## src/i2h_pkg.sv

```systemverilog
package i2h_pkg;

   ////////////////////////////////////////////////////////////////////////////////
   // timing
   localparam int CLK_PERIOD_NS = 8;        // sys_clk period
   localparam int QTR_STD_NS    = 2500;     // quarter bit at 100 kbit/s
   localparam int QTR_FAST_NS   = 625;      // quarter bit at 400 kbit/s
   // least times, rounded up to whole clocks
   localparam logic [8:0] QTR_STD_CYC  = 9'((QTR_STD_NS + CLK_PERIOD_NS - 1) / CLK_PERIOD_NS);
   localparam logic [8:0] QTR_FAST_CYC = 9'((QTR_FAST_NS + CLK_PERIOD_NS - 1) / CLK_PERIOD_NS);

   ////////////////////////////////////////////////////////////////////////////////
   // addressing
   localparam logic [4:0] DEV_ADDR_UPPER = 5'h03; // fixed upper address bits, plain default
   localparam logic       DIR_WRITE      = 1'b0;  // direction bit for master writes
   localparam logic       DIR_READ       = 1'b1;  // direction bit for master reads

   ////////////////////////////////////////////////////////////////////////////////
   // command codes
   localparam logic [7:0] CMD_DEVICE_RESET   = 8'hF0;
   localparam logic [7:0] CMD_CONFIG_WRITE   = 8'hD2;
   localparam logic [7:0] CMD_POINTER_SELECT = 8'hE1;
   localparam logic [7:0] CMD_LINE_RESET     = 8'hB4;
   localparam logic [7:0] CMD_LINE_WRITE     = 8'hA5;
   localparam logic [7:0] CMD_LINE_READ      = 8'h96;
   localparam logic [7:0] CMD_LINE_SINGLE    = 8'h87;
   localparam logic [7:0] CMD_LINE_TRIPLET   = 8'h78;
   localparam logic [7:0] PTR_CONFIG         = 8'hC3;

   ////////////////////////////////////////////////////////////////////////////////
   // byte stages within a transfer
   localparam logic [2:0] STG_ADDR_WR = 3'h0;
   localparam logic [2:0] STG_CODE    = 3'h1;
   localparam logic [2:0] STG_PARAM   = 3'h2;
   localparam logic [2:0] STG_ADDR_RD = 3'h3;
   localparam logic [2:0] STG_READ    = 3'h4;
   localparam logic [3:0] ACK_SLOT    = 4'h8;  // ninth slot of a byte

   typedef enum logic [1:0] {ST_IDLE, ST_START, ST_BIT, ST_STOP} i2h_state_type;

endpackage : i2h_pkg

```

## src/i2h_master.sv

```systemverilog
`timescale 1ns/1ps

module i2h_master
   import i2h_pkg::*;
(
   input  wire logic       sys_clk,       // system clock, 125 MHz
   input  wire logic       resetn,        // asynchronous reset, active low
   input  wire logic       fast_mode,     // 1: 400 kbit/s timing, 0: 100 kbit/s
   input  wire logic [1:0] dev_addr_sel,  // slave_addr_bit_high/low as strapped on device
   input  wire logic       cmd_valid,     // request a transfer
   output logic            cmd_ready,     // idle and able to take a request
   input  wire logic       cmd_is_read,   // 1: read only, 0: command write
   input  wire logic [7:0] cmd_code,      // command code byte
   input  wire logic       cmd_has_param, // send a parameter byte after the code
   input  wire logic [7:0] cmd_param,     // parameter byte
   input  wire logic       cmd_rd_after,  // repeated start and one read after the write
   input  wire logic [7:0] cmd_rd_len,    // bytes to read in a read-only transfer
   output logic            rsp_valid,     // one-cycle pulse: transfer finished
   output logic            rsp_nack,      // device refused a byte of this transfer
   output logic [7:0]      rsp_data,      // last byte read
   output logic            busy,          // transfer in progress
   input  wire logic       scl_in,        // serial clock as seen on the wire
   output logic            scl_out,       // serial clock drive value, always low
   output logic            scl_oe_n,      // low while pulling the clock low
   input  wire logic       sda_in,        // serial data as seen on the wire
   output logic            sda_out,       // serial data drive value, always low
   output logic            sda_oe_n       // low while pulling data low
);

   ////////////////////////////////////////////////////////////////////////////////
   // helpers

   // address byte for the given direction
   function automatic logic [7:0] addr_byte(input logic [1:0] sel, input logic dir);
      addr_byte = {DEV_ADDR_UPPER, sel, dir};
   endfunction : addr_byte

   // open-drain enable for a bit slot: low means pull the line low
   function automatic logic slot_oe_n(input logic [3:0] bit_no, input logic [7:0] shf,
                                      input logic rd, input logic last);
      if (bit_no == ACK_SLOT)
         slot_oe_n = rd ? last : 1'b1;
      else
         slot_oe_n = rd ? 1'b1 : shf[7];
   endfunction : slot_oe_n

   ////////////////////////////////////////////////////////////////////////////////
   // pin synchronisers: the first stage feeds only the second
   logic scl_m_q;     // clock, first stage
   logic scl_s_q;     // clock, synchronised
   logic sda_m_q;     // data, first stage
   logic sda_s_q;     // data, synchronised

   // both pins shift through their two stages together; reset reads an idle bus
   always_ff @(posedge sys_clk or negedge resetn)
      if (!resetn)
         {scl_s_q, scl_m_q, sda_s_q, sda_m_q} <= 4'hF;
      else
         {scl_s_q, scl_m_q, sda_s_q, sda_m_q} <= {scl_m_q, scl_in, sda_m_q, sda_in};

   ////////////////////////////////////////////////////////////////////////////////
   // transfer sequencer
   i2h_state_type state_q, state_d;       // phase of the transfer
   logic [1:0]    qtr_q, qtr_d;           // quarter within a phase
   logic [8:0]    tmr_q, tmr_d;           // quarter countdown
   logic [3:0]    bit_q, bit_d;           // slot within a byte, 8 = ack
   logic [7:0]    shf_q, shf_d;           // shift register
   logic [2:0]    stg_q, stg_d;           // which byte of the transfer
   logic [7:0]    rem_q, rem_d;           // read bytes still to come
   logic [7:0]    par_q, par_d;           // latched parameter
   logic [7:0]    cmd_code_q, cmd_code_d; // latched command code
   logic          hasp_q, hasp_d;         // parameter follows code
   logic          rdaft_q, rdaft_d;       // read back after write
   logic          fast_q, fast_d;         // latched rate
   logic [1:0]    sel_q, sel_d;           // latched address straps
   logic          ack_ok_q, ack_ok_d;     // ack seen in this byte's slot
   logic          scl_oe_n_q, scl_oe_n_d, sda_oe_n_q, sda_oe_n_d; // line pulls
   logic          ready_q, ready_d, busy_q, busy_d;               // command port state
   logic          rsp_valid_q, rsp_valid_d, nack_q, nack_d;       // end pulse, refusal
   logic [7:0]    data_q, data_d;         // last byte read
   logic          drive_low_q;            // pin drive value, always low
   logic [8:0]    qlen;                   // current quarter length
   logic          tick;                   // quarter has elapsed
   logic          rd_byte;                // current byte is read by us

   // next-value logic
   always_comb
   begin
      state_d     = state_q;
      {qtr_d, tmr_d, bit_d, shf_d, stg_d, rem_d, par_d, cmd_code_d, hasp_d, rdaft_d, fast_d,
       sel_d, ack_ok_d, scl_oe_n_d, sda_oe_n_d, ready_d, busy_d, nack_d, data_d} =
         {qtr_q, tmr_q, bit_q, shf_q, stg_q, rem_q, par_q, cmd_code_q, hasp_q, rdaft_q, fast_q,
          sel_q, ack_ok_q, scl_oe_n_q, sda_oe_n_q, ready_q, busy_q, nack_q, data_q};
      rsp_valid_d = 1'b0;
      qlen        = fast_q ? QTR_FAST_CYC : QTR_STD_CYC;
      rd_byte     = (stg_q == STG_READ);
      // a released clock may be held low by the far end; wait for it high
      tick        = (tmr_q == 9'h000) && (qtr_q != 2'h1 || scl_s_q);
      // each elapsed quarter of a running phase reloads the countdown and steps on
      if (tmr_q != 9'h000)
         tmr_d = tmr_q - 9'h001;
      else if (tick && state_q != ST_IDLE)
      begin
         tmr_d = qlen;
         qtr_d = qtr_q + 2'h1;
      end

      unique case (state_q)
         ST_IDLE:
         begin
            // only a fully released bus may be claimed
            if (cmd_valid && ready_q && scl_s_q && sda_s_q)
            begin
               state_d  = ST_START;
               qtr_d    = 2'h0;
               tmr_d    = fast_mode ? QTR_FAST_CYC : QTR_STD_CYC;
               fast_d   = fast_mode;
               sel_d    = dev_addr_sel;
               par_d    = cmd_param;
               cmd_code_d = cmd_code;
               hasp_d   = cmd_has_param;
               rdaft_d  = cmd_rd_after && !cmd_is_read;
               stg_d    = cmd_is_read ? STG_ADDR_RD : STG_ADDR_WR;
               shf_d    = cmd_is_read ? addr_byte(dev_addr_sel, DIR_READ)
                                      : addr_byte(dev_addr_sel, DIR_WRITE);
               rem_d    = (!cmd_is_read || cmd_rd_len == 8'h00) ? 8'h01 : cmd_rd_len;
               ready_d  = 1'b0;
               busy_d   = 1'b1;
               nack_d   = 1'b0;
            end
         end
         ST_START:
            // same sequence for START and repeated START
            if (tick)
               unique case (qtr_q)
                  2'h0: scl_oe_n_d = 1'b1;    // release clock, data already high
                  2'h1: sda_oe_n_d = 1'b0;    // data falls while clock high
                  2'h2: scl_oe_n_d = 1'b0;    // clock low, bits may follow
                  2'h3:
                  begin
                     state_d    = ST_BIT;
                     bit_d      = 4'h0;
                     sda_oe_n_d = slot_oe_n(4'h0, shf_q, rd_byte, rem_q == 8'h01);
                  end
               endcase
         ST_BIT:
         begin
            if (tick)
               unique case (qtr_q)
                  2'h0: scl_oe_n_d = 1'b1;    // data set up, clock rises
                  2'h1:
                  begin
                     // sample in mid high phase, far from either edge
                     if (bit_q != ACK_SLOT)
                        shf_d = {shf_q[6:0], sda_s_q};
                     else
                        ack_ok_d = !sda_s_q;
                  end
                  2'h2: scl_oe_n_d = 1'b0;    // clock falls, data may now change
                  2'h3:
                  begin
                     if (bit_q != ACK_SLOT)
                     begin
                        bit_d      = bit_q + 4'h1;
                        sda_oe_n_d = slot_oe_n(bit_q + 4'h1, shf_q, rd_byte,
                                               rem_q == 8'h01);
                     end
                     else if (!rd_byte && !ack_ok_q)
                     begin
                        // refused byte: stop, the next request starts afresh
                        nack_d     = 1'b1;
                        state_d    = ST_STOP;
                        sda_oe_n_d = 1'b0;
                     end
                     else
                     begin
                        bit_d = 4'h0;
                        unique case (stg_q)
                           STG_ADDR_WR:
                           begin
                              stg_d = STG_CODE;
                              shf_d = cmd_code_q;
                           end
                           STG_CODE, STG_PARAM:
                           begin
                              if (stg_q == STG_CODE && hasp_q)
                              begin
                                 stg_d = STG_PARAM;
                                 shf_d = par_q;
                              end
                              else if (rdaft_q)
                              begin
                                 // read back one byte to confirm the command
                                 stg_d   = STG_ADDR_RD;
                                 shf_d   = addr_byte(sel_q, DIR_READ);
                                 state_d = ST_START;
                              end
                              else
                                 state_d = ST_STOP;
                           end
                           STG_ADDR_RD: stg_d = STG_READ;
                           default:
                           begin
                              // read byte: same register every time
                              data_d = shf_q;
                              rem_d  = rem_q - 8'h01;
                              if (rem_q == 8'h01)
                                 state_d = ST_STOP;
                           end
                        endcase
                        if (state_d == ST_STOP)
                           sda_oe_n_d = 1'b0;  // data low ready for STOP
                        else if (state_d == ST_START)
                           sda_oe_n_d = 1'b1;  // release before repeated START
                        else
                           sda_oe_n_d = slot_oe_n(4'h0, shf_d, stg_d == STG_READ,
                                                  rem_d == 8'h01);
                     end
                  end
               endcase
         end
         ST_STOP:
            if (tick)
               unique case (qtr_q)
                  2'h0: scl_oe_n_d = 1'b1;    // clock high, data held low
                  2'h1: sda_oe_n_d = 1'b1;    // data rises while clock high
                  2'h2: ;                     // bus free time
                  2'h3:
                  begin
                     state_d     = ST_IDLE;
                     ready_d     = 1'b1;
                     busy_d      = 1'b0;
                     rsp_valid_d = 1'b1;
                  end
               endcase
      endcase
   end

   // registers of the sequencer; drive values stay low since open drain only pulls down
   always_ff @(posedge sys_clk or negedge resetn)
   begin
      if (!resetn)
      begin
         state_q <= ST_IDLE;
         {qtr_q, tmr_q, bit_q, shf_q, stg_q, rem_q, par_q, cmd_code_q, hasp_q, rdaft_q, fast_q,
          sel_q, ack_ok_q, busy_q, nack_q, data_q, rsp_valid_q, drive_low_q} <= '0;
         {scl_oe_n_q, sda_oe_n_q, ready_q} <= 3'h7;  // lines released, port ready
      end
      else
      begin
         state_q     <= state_d;
         {qtr_q, tmr_q, bit_q, shf_q, stg_q, rem_q, par_q, cmd_code_q, hasp_q, rdaft_q, fast_q,
          sel_q, ack_ok_q, scl_oe_n_q, sda_oe_n_q, ready_q, busy_q, nack_q, data_q} <=
            {qtr_d, tmr_d, bit_d, shf_d, stg_d, rem_d, par_d, cmd_code_d, hasp_d, rdaft_d, fast_d,
             sel_d, ack_ok_d, scl_oe_n_d, sda_oe_n_d, ready_d, busy_d, nack_d, data_d};
         rsp_valid_q <= rsp_valid_d;
         drive_low_q <= 1'b0;
      end
   end

   ////////////////////////////////////////////////////////////////////////////////
   // outputs
   assign cmd_ready = ready_q;
   assign rsp_valid = rsp_valid_q;
   assign rsp_nack  = nack_q;
   assign rsp_data  = data_q;
   assign busy      = busy_q;
   assign scl_out   = drive_low_q;
   assign scl_oe_n  = scl_oe_n_q;
   assign sda_out   = drive_low_q;
   assign sda_oe_n  = sda_oe_n_q;

endmodule : i2h_master

```

## config.mk

```make
export PLATFORM = sky130hd
export DESIGN_NAME = i2h_master
export DESIGN_NICKNAME = d
export VERILOG_FILES = /design/src/i2h_pkg.sv /design/src/i2h_master.sv
export SDC_FILE = /design/constraint.sdc
export NUM_CORES = 1
export LEC_CHECK = 0
export BUFFER_PORTS_ARGS = -buffer_cell sky130_fd_sc_hd__buf_2
export CORE_ASPECT_RATIO = 0.75
export CORE_UTILIZATION = 61
export CTS_BUF_LIST = sky130_fd_sc_hd__clkbuf_2
export CTS_CLUSTER_DIAMETER = 80
export DETAILED_ROUTE_END_ITERATION = 7
export PLACE_DENSITY = 0.86
export SLEW_MARGIN = 20
export SYNTH_ARGS = -nofsm -noshare
export SYNTH_HDL_FRONTEND = slang
export SYNTH_SLANG_ARGS = --single-unit
```

## constraint.sdc

```tcl
create_clock -name sys_clk -period 3.2 [get_ports sys_clk]
set_input_delay 0.48 -clock sys_clk [delete_from_list [all_inputs] [get_ports sys_clk]]
set_output_delay 0.48 -clock sys_clk [all_outputs]
set_load 0.01 [all_outputs]
```

Yosys cells after proc, flatten, opt, wreduce, memory -nomap -nowiden
Cells that the tools add are included.
{ "totals": {"elab_cells": 222, "out_inout_bits": 16, "input_bits": 35, "register_bits": 76} }
{ "classes": {"n_mux": 106, "reduce_logical": 43, "eq_ne": 40, "bitwise_logic": 3, "addsub": 4} }
{ "ops": {"columns": ["operator", "n"], "rows": [
  ["8-bit 2-to-1 mux", 14],
  ["8-bit case mux with 2 select lines", 4],
  ["9-bit 2-to-1 mux", 6],
  ["2-bit 2-to-1 mux", 22],
  ["3-bit 2-to-1 mux", 12],
  ["1-bit 2-to-1 mux", 30],
  ["4-bit 2-to-1 mux", 6],
  ["6-bit AND reduction", 4],
  ["2-bit != test (second input constant)", 11],
  ["7-bit AND reduction", 3],
  ["3-bit != test (second input constant)", 6],
  ["1-bit case mux with 2 select lines", 6],
  ["2-bit equality test (second input constant)", 5],
  ["2-bit nonzero test", 5],
  ["9-bit logical NOT", 1],
  ["3-bit case mux with 3 select lines", 1],
  ["9-bit AND reduction", 1],
  ["9-bit nonzero test", 1],
  ["9-bit by 1-bit subtractor with 9-bit output (second input constant)", 1],
  ["8-bit by 1-bit equality test with 1-bit output (second input constant)", 1],
  ["1-bit logical AND", 8],
  ["8-bit logical NOT", 1],
  ["2-bit by 1-bit != test with 1-bit output (second input constant)", 4],
  ["2-bit case mux with 4 select lines", 1],
  ["other kinds (28)", 42]
]} }

Logic depth before layout (Yosys ltp)
{ "logic_depth": {"ltp_word": 18, "depth_mapped": 8, "mapped_depth_nobuf": 7} }

Worst setup path before layout
Ideal clock, no wire load.
{ "synth_timing": {"path_kind": "register -> register", "from": "register tmr_q[0]", "to": "register data_q[0] (netlist: rsp_data[0])", "path_slack_ps": 991, "t_required_ps": 3072, "stages_incl_launch_ff": 9, "t_arrival_ps": 2081, "n_path_buf": 2, "synth_period_minus_slack_ps": 2209, "setup_time_ps": 128, "path_cell_list": "dfrtp_1 > inv_1 > ha_1 > nor4b_4 > and3_2 > buf_2 > and4_1 > buf_2 > mux2_1"} }
{ "synth_via": {"elab_chain_cells": 3} }
{ "synth_rtl": {"columns": ["element", "line_no", "rtl"], "rows": [
  ["start: declaration", "i2h_master.sv:65", "logic [8:0] tmr_q, tmr_d;"],
  ["9-bit logical NOT", "i2h_master.sv:98", "tick = (tmr_q == 9'h000) && (qtr_q != 2'h1 || scl_s_q);"],
  ["1-bit logical AND", "i2h_master.sv:98", null],
  ["6-bit AND reduction (no line)", null, null],
  ["end signal: assignment", "i2h_master.sv:253", "sel_q, ack_ok_q, scl_oe_n_q, sda_oe_n_q, ready_q, busy_q, nack_q, data_q} <="],
  ["end: declaration", "i2h_master.sv:80", "logic [7:0] data_q, data_d;"]
]} }
No other way between the ends.
A chain may end at the register's enable or synchronous reset.

Worst setup path after layout
{ "layout_timing": {"from": "register stg_q[2]", "to": "register stg_q[1]"} }
{ "layout_via": {"elab_chain_cells": 14, "elab_cells_between_ends": 23, "classes_between": "eq/ne: 5; mux: 12; reduce/logical: 6"} }
{ "layout_rtl": {"columns": ["element", "line_no", "rtl"], "rows": [
  ["start: declaration", "i2h_master.sv:68", "logic [2:0] stg_q, stg_d;"],
  ["3-bit by 1-bit equality test with 1-bit output", "i2h_master.sv:178, i2h_master.sv:186", null],
  ["1-bit logical AND", "i2h_master.sv:186", "if (stg_q == STG_CODE && hasp_q)"],
  ["3-bit 2-to-1 mux", "i2h_master.sv:186", null],
  ["3-bit case mux with 3 select lines", "i2h_master.sv:178", "unique case (stg_q)"],
  ["3-bit 2-to-1 mux", "i2h_master.sv:168", "else if (!rd_byte && !ack_ok_q)"],
  ["3-bit 2-to-1 mux", "i2h_master.sv:162", "if (bit_q != ACK_SLOT)"],
  ["3-bit 2-to-1 mux", "i2h_master.sv:149", "unique case (qtr_q)"],
  ["3-bit 2-to-1 mux", "i2h_master.sv:148", "if (tick)"],
  ["3-bit 2-to-1 mux", "i2h_master.sv:108", "unique case (state_q)"],
  ["3-bit 2-to-1 mux", "i2h_master.sv:168", null],
  ["3-bit 2-to-1 mux", "i2h_master.sv:162", null],
  ["3-bit 2-to-1 mux", "i2h_master.sv:149", null],
  ["3-bit 2-to-1 mux", "i2h_master.sv:148", null],
  ["3-bit case mux with 2 select lines", "i2h_master.sv:108", null]
]} }
Parallel ways exist; a longest one is shown, timed or not. The select of a mux whose other input is x is not followed.

==> impl_metrics.env <==
export IMPL_cts_clk_slew_worst_paths_ns=0.21
export IMPL_setup_viol=0
export IMPL_wl_per_cell_microns=16.61
export IMPL_met2_usage=0.4605
export IMPL_num_rows=26
export IMPL_p_leak_nw=2.159
export IMPL_grt_use_met1=0.4156
export IMPL_final_nets=573
export IMPL_seq_area_frac_synth=0.4341
export IMPL_drive_gt1_frac=0.1871
export IMPL_drt_iter0_drc=409
export IMPL_cts_htree_levels=3
export IMPL_crit_required_ns=3.65
export IMPL_period_minus_slack_ns=2.527
export IMPL_cp_max_fo=21
export IMPL_reg2reg_depth=5
export IMPL_cts_path_max_buffers=2
export IMPL_cts_tree="done"
export IMPL_worstSetupEndpointType="register"
export IMPL_fill_cells=554
export IMPL_hold_violations=0
export IMPL_yosysWarnings=0
export IMPL_async_flop_share=1.000
export IMPL_post_dp_hpwl_microns=7446
export IMPL_p_sw_mw=0.4050
export IMPL_swShare=0.2438
export IMPL_vias=3846
export IMPL_pin_count=51
export IMPL_finalMaxSlewViolations=0
export IMPL_comb_power_share=0.037
export IMPL_hold_buffers=2
export IMPL_cp_startpoint="stg_q[2]"
export IMPL_tightest_slew_ns=0.9298
export IMPL_clock_latency_ns=0.54
export IMPL_drc=0
export IMPL_grt_ovfl_total=0
export IMPL_postCtsSetupBuffers=0
export IMPL_slew_headroom=0.3801
export IMPL_maxCapViolCount=0
export IMPL_startpoint_type="register"
export IMPL_r2r_end="stg_q[1]"
export IMPL_p_int_mw=1.256
export IMPL_grt_pass1_wl_microns=16970
export IMPL_peakVddDrop_v=0.0003153
export IMPL_vias_per_cell=6.134
export IMPL_max_freq_mhz=395.8
export IMPL_timing_final_ws_setup_ns=0.6733
export IMPL_setup_tns_ns=0
export IMPL_numClockSinks=76
export IMPL_antenna_found_initial=0
export IMPL_die_area_sq_mm=0.007563
export IMPL_drt_total_wl_microns=10410
export IMPL_dr_pass1_iters=5
export IMPL_cp_data_arrival_time_ns=2.97
export IMPL_pwr_share_seq=0.588
export IMPL_synth_ff_latch_count=76
export IMPL_ctsResizeCount=0
export IMPL_cts_root_buf="clkbuf_2"
export IMPL_seq_area_sq_mm=0.001911
export IMPL_final_setup_skew_ns=0.01462
export IMPL_met3_usage=0.08257
export IMPL_gp_congestion=0.9822
export IMPL_hold_ws_ns=0.04628
export IMPL_pre_cts_ws_ns=0.7316
export IMPL_start_util=0.6382
export IMPL_diodes=0
export IMPL_yosysUniqueCellTypes=76
export IMPL_syn_cell_area_sq_mm=0.004402
export IMPL_status="finished, final reports clean"
export IMPL_grt_max_degree=77
export IMPL_powerDensity_mw_per_mm2=343.2
export IMPL_crit_type="register to register"
export IMPL_synth_ff_type="dfrtp_1"
export IMPL_rsz0062_at_grt="no"
export IMPL_multi_input_area_sq_mm=0.002283
export IMPL_area_growth_pct=9.949
export IMPL_die_x_microns=100.1
export IMPL_final_util=0.7017
export IMPL_die_h_microns=75.57
export IMPL_r2r_slack_ns=0.67
export IMPL_r2r_start="stg_q[2]"
export IMPL_core_sq_mm=0.006897
export IMPL_synth_edff_count=0
export IMPL_hp_class="primary input to asynchronous set/reset pin"
export IMPL_port_buffers=48
export IMPL_ant_nets=0
export IMPL_netlist_instances=486
export IMPL_syn_avg_cell_area_sq_um=9.057
export IMPL_grt_pass1_vias=3427
export IMPL_busiest_layer="met2"
export IMPL_pwr_share_clk=0.375
export IMPL_grt_usage=0.2963
export IMPL_numCtsBuffers=9
export IMPL_fin_crit_sh=0.7896
export IMPL_crit_end="stg_q[1]"
[cell usage after synthesis (6+ instances only)]
library cell | n | share of area
buf_2 | 7 | 0.0080
inv_1 | 24 | 0.020
dfrtp_1 | 69 | 0.39
nand2_1 | 92 | 0.078
mux2_1 | 8 | 0.020
nor3_1 | 11 | 0.013
o21ai_0 | 35 | 0.040
a211oi_1 | 8 | 0.014
a21oi_1 | 22 | 0.025
nor2_1 | 30 | 0.026
ha_1 | 14 | 0.040
mux2_2 | 9 | 0.023
nand3_1 | 16 | 0.018
o22ai_1 | 6 | 0.0085
clkbuf_1 | 16 | 0.014
o21a_1 | 8 | 0.014
dfstp_2 | 7 | 0.042
[power groups by stage]
stage	Combinational, mW	Sequential [mW]	Clock [mW]
6_report	0.0617	0.977	0.623
5_1_grt	0.0697	0.978	0.673
4_1_cts	0.0623	0.977	0.632
3_5_place_dp	0.0602	0.993	0
3_3_place_gp	0.0594	0.992	0
2_1_floorplan	0.0196	0.988	0
[kinds of logic (layout without fill, tap and decap cells)]
kind of cell | Yosys count | in the layout | synth area share
other | 1 | 2 | 0.0008519
flip-flops | 76 | 76 | 0.4341
adder cells (fa/ha/maj) | 14 | 14 | 0.03980
XOR/XNOR | 4 | 4 | 0.007958
AO/OA/AOI/OAI | 130 | 130 | 0.2078
multiplexers | 21 | 21 | 0.05259
AND/OR/NAND/NOR | 188 | 188 | 0.2089
buffers and inverters | 52 | 94 | 0.04804
[layer usage]
layer,wire length [microns],vias up
met5,0,-
met4,139,0
met3,1009,21
met2,4592,189
met1,4671,1824
li1,-,1812
[state kept, by name, indices dropped and copies added, names as in the netlist, 3 cells and up]
name	flops
rem_q	8
bit_q	4
shf_q	8
tmr_q	9
par_q	8
cmd_code_q	8
stg_q	3
rsp_data	8
[placed cells by master (no fill, tap or decap), drive strengths merged, types with 8 or more instances in the layout]
cell | synthesis | layout
nor2 | 30 | 30
o21ai | 36 | 36
o21a | 8 | 8
buf | 11 | 51
mux2 | 17 | 17
clkbuf | 16 | 9
nor3 | 11 | 11
inv | 24 | 25
a211oi | 8 | 8
ha | 14 | 14
dfrtp | 69 | 69
nand2 | 92 | 92
a21oi | 22 | 22
nand3 | 17 | 17
[cell type report]
type / instances / share of cell area
clock buffers: 9 / 0.009307
clock inverters: 7 / 0.02042
inverters: 25 / 0.01939
multi-input cells: 359 / 0.4718
flip-flops and latches: 76 / 0.3948
well taps: 98 / 0.02534
repair buffers: 53 / 0.05895
[worst min path at each step]
stage	startpoint	slack [ns]	depth (start not counted)	to
final	resetn	0.05	1	bit_q[0]
after global routing	cmd_param[2]	0.07	3	par_q[2]
after CTS	resetn	0.06	1	fast_q
after detailed placement	scl_m_q	0.35	0	scl_s_q
after global placement	sda_m_q	0.35	0	sda_s_q
after floorplan	resetn	0.18	0	ack_ok_q
[through the flow]
step,power (mW),cell area (sq um),instances
after floorplan,1.008,4405,487
after global placement,1.052,4676,609
after detailed placement,1.053,4676,609
after CTS,1.671,4840,627
after global routing,1.721,4840,627
final,1.661,4840,627
[worst max-delay path, cell delays in order, from the launching register on]
cell	delay, ns
dfrtp_1	0.81
nor3b_1	0.53
o211ai_1	0.24
a221oi_4	0.41
nand2_1	0.09
a221o_1	0.36
Note: power is estimated with default switching activity, not from simulation.
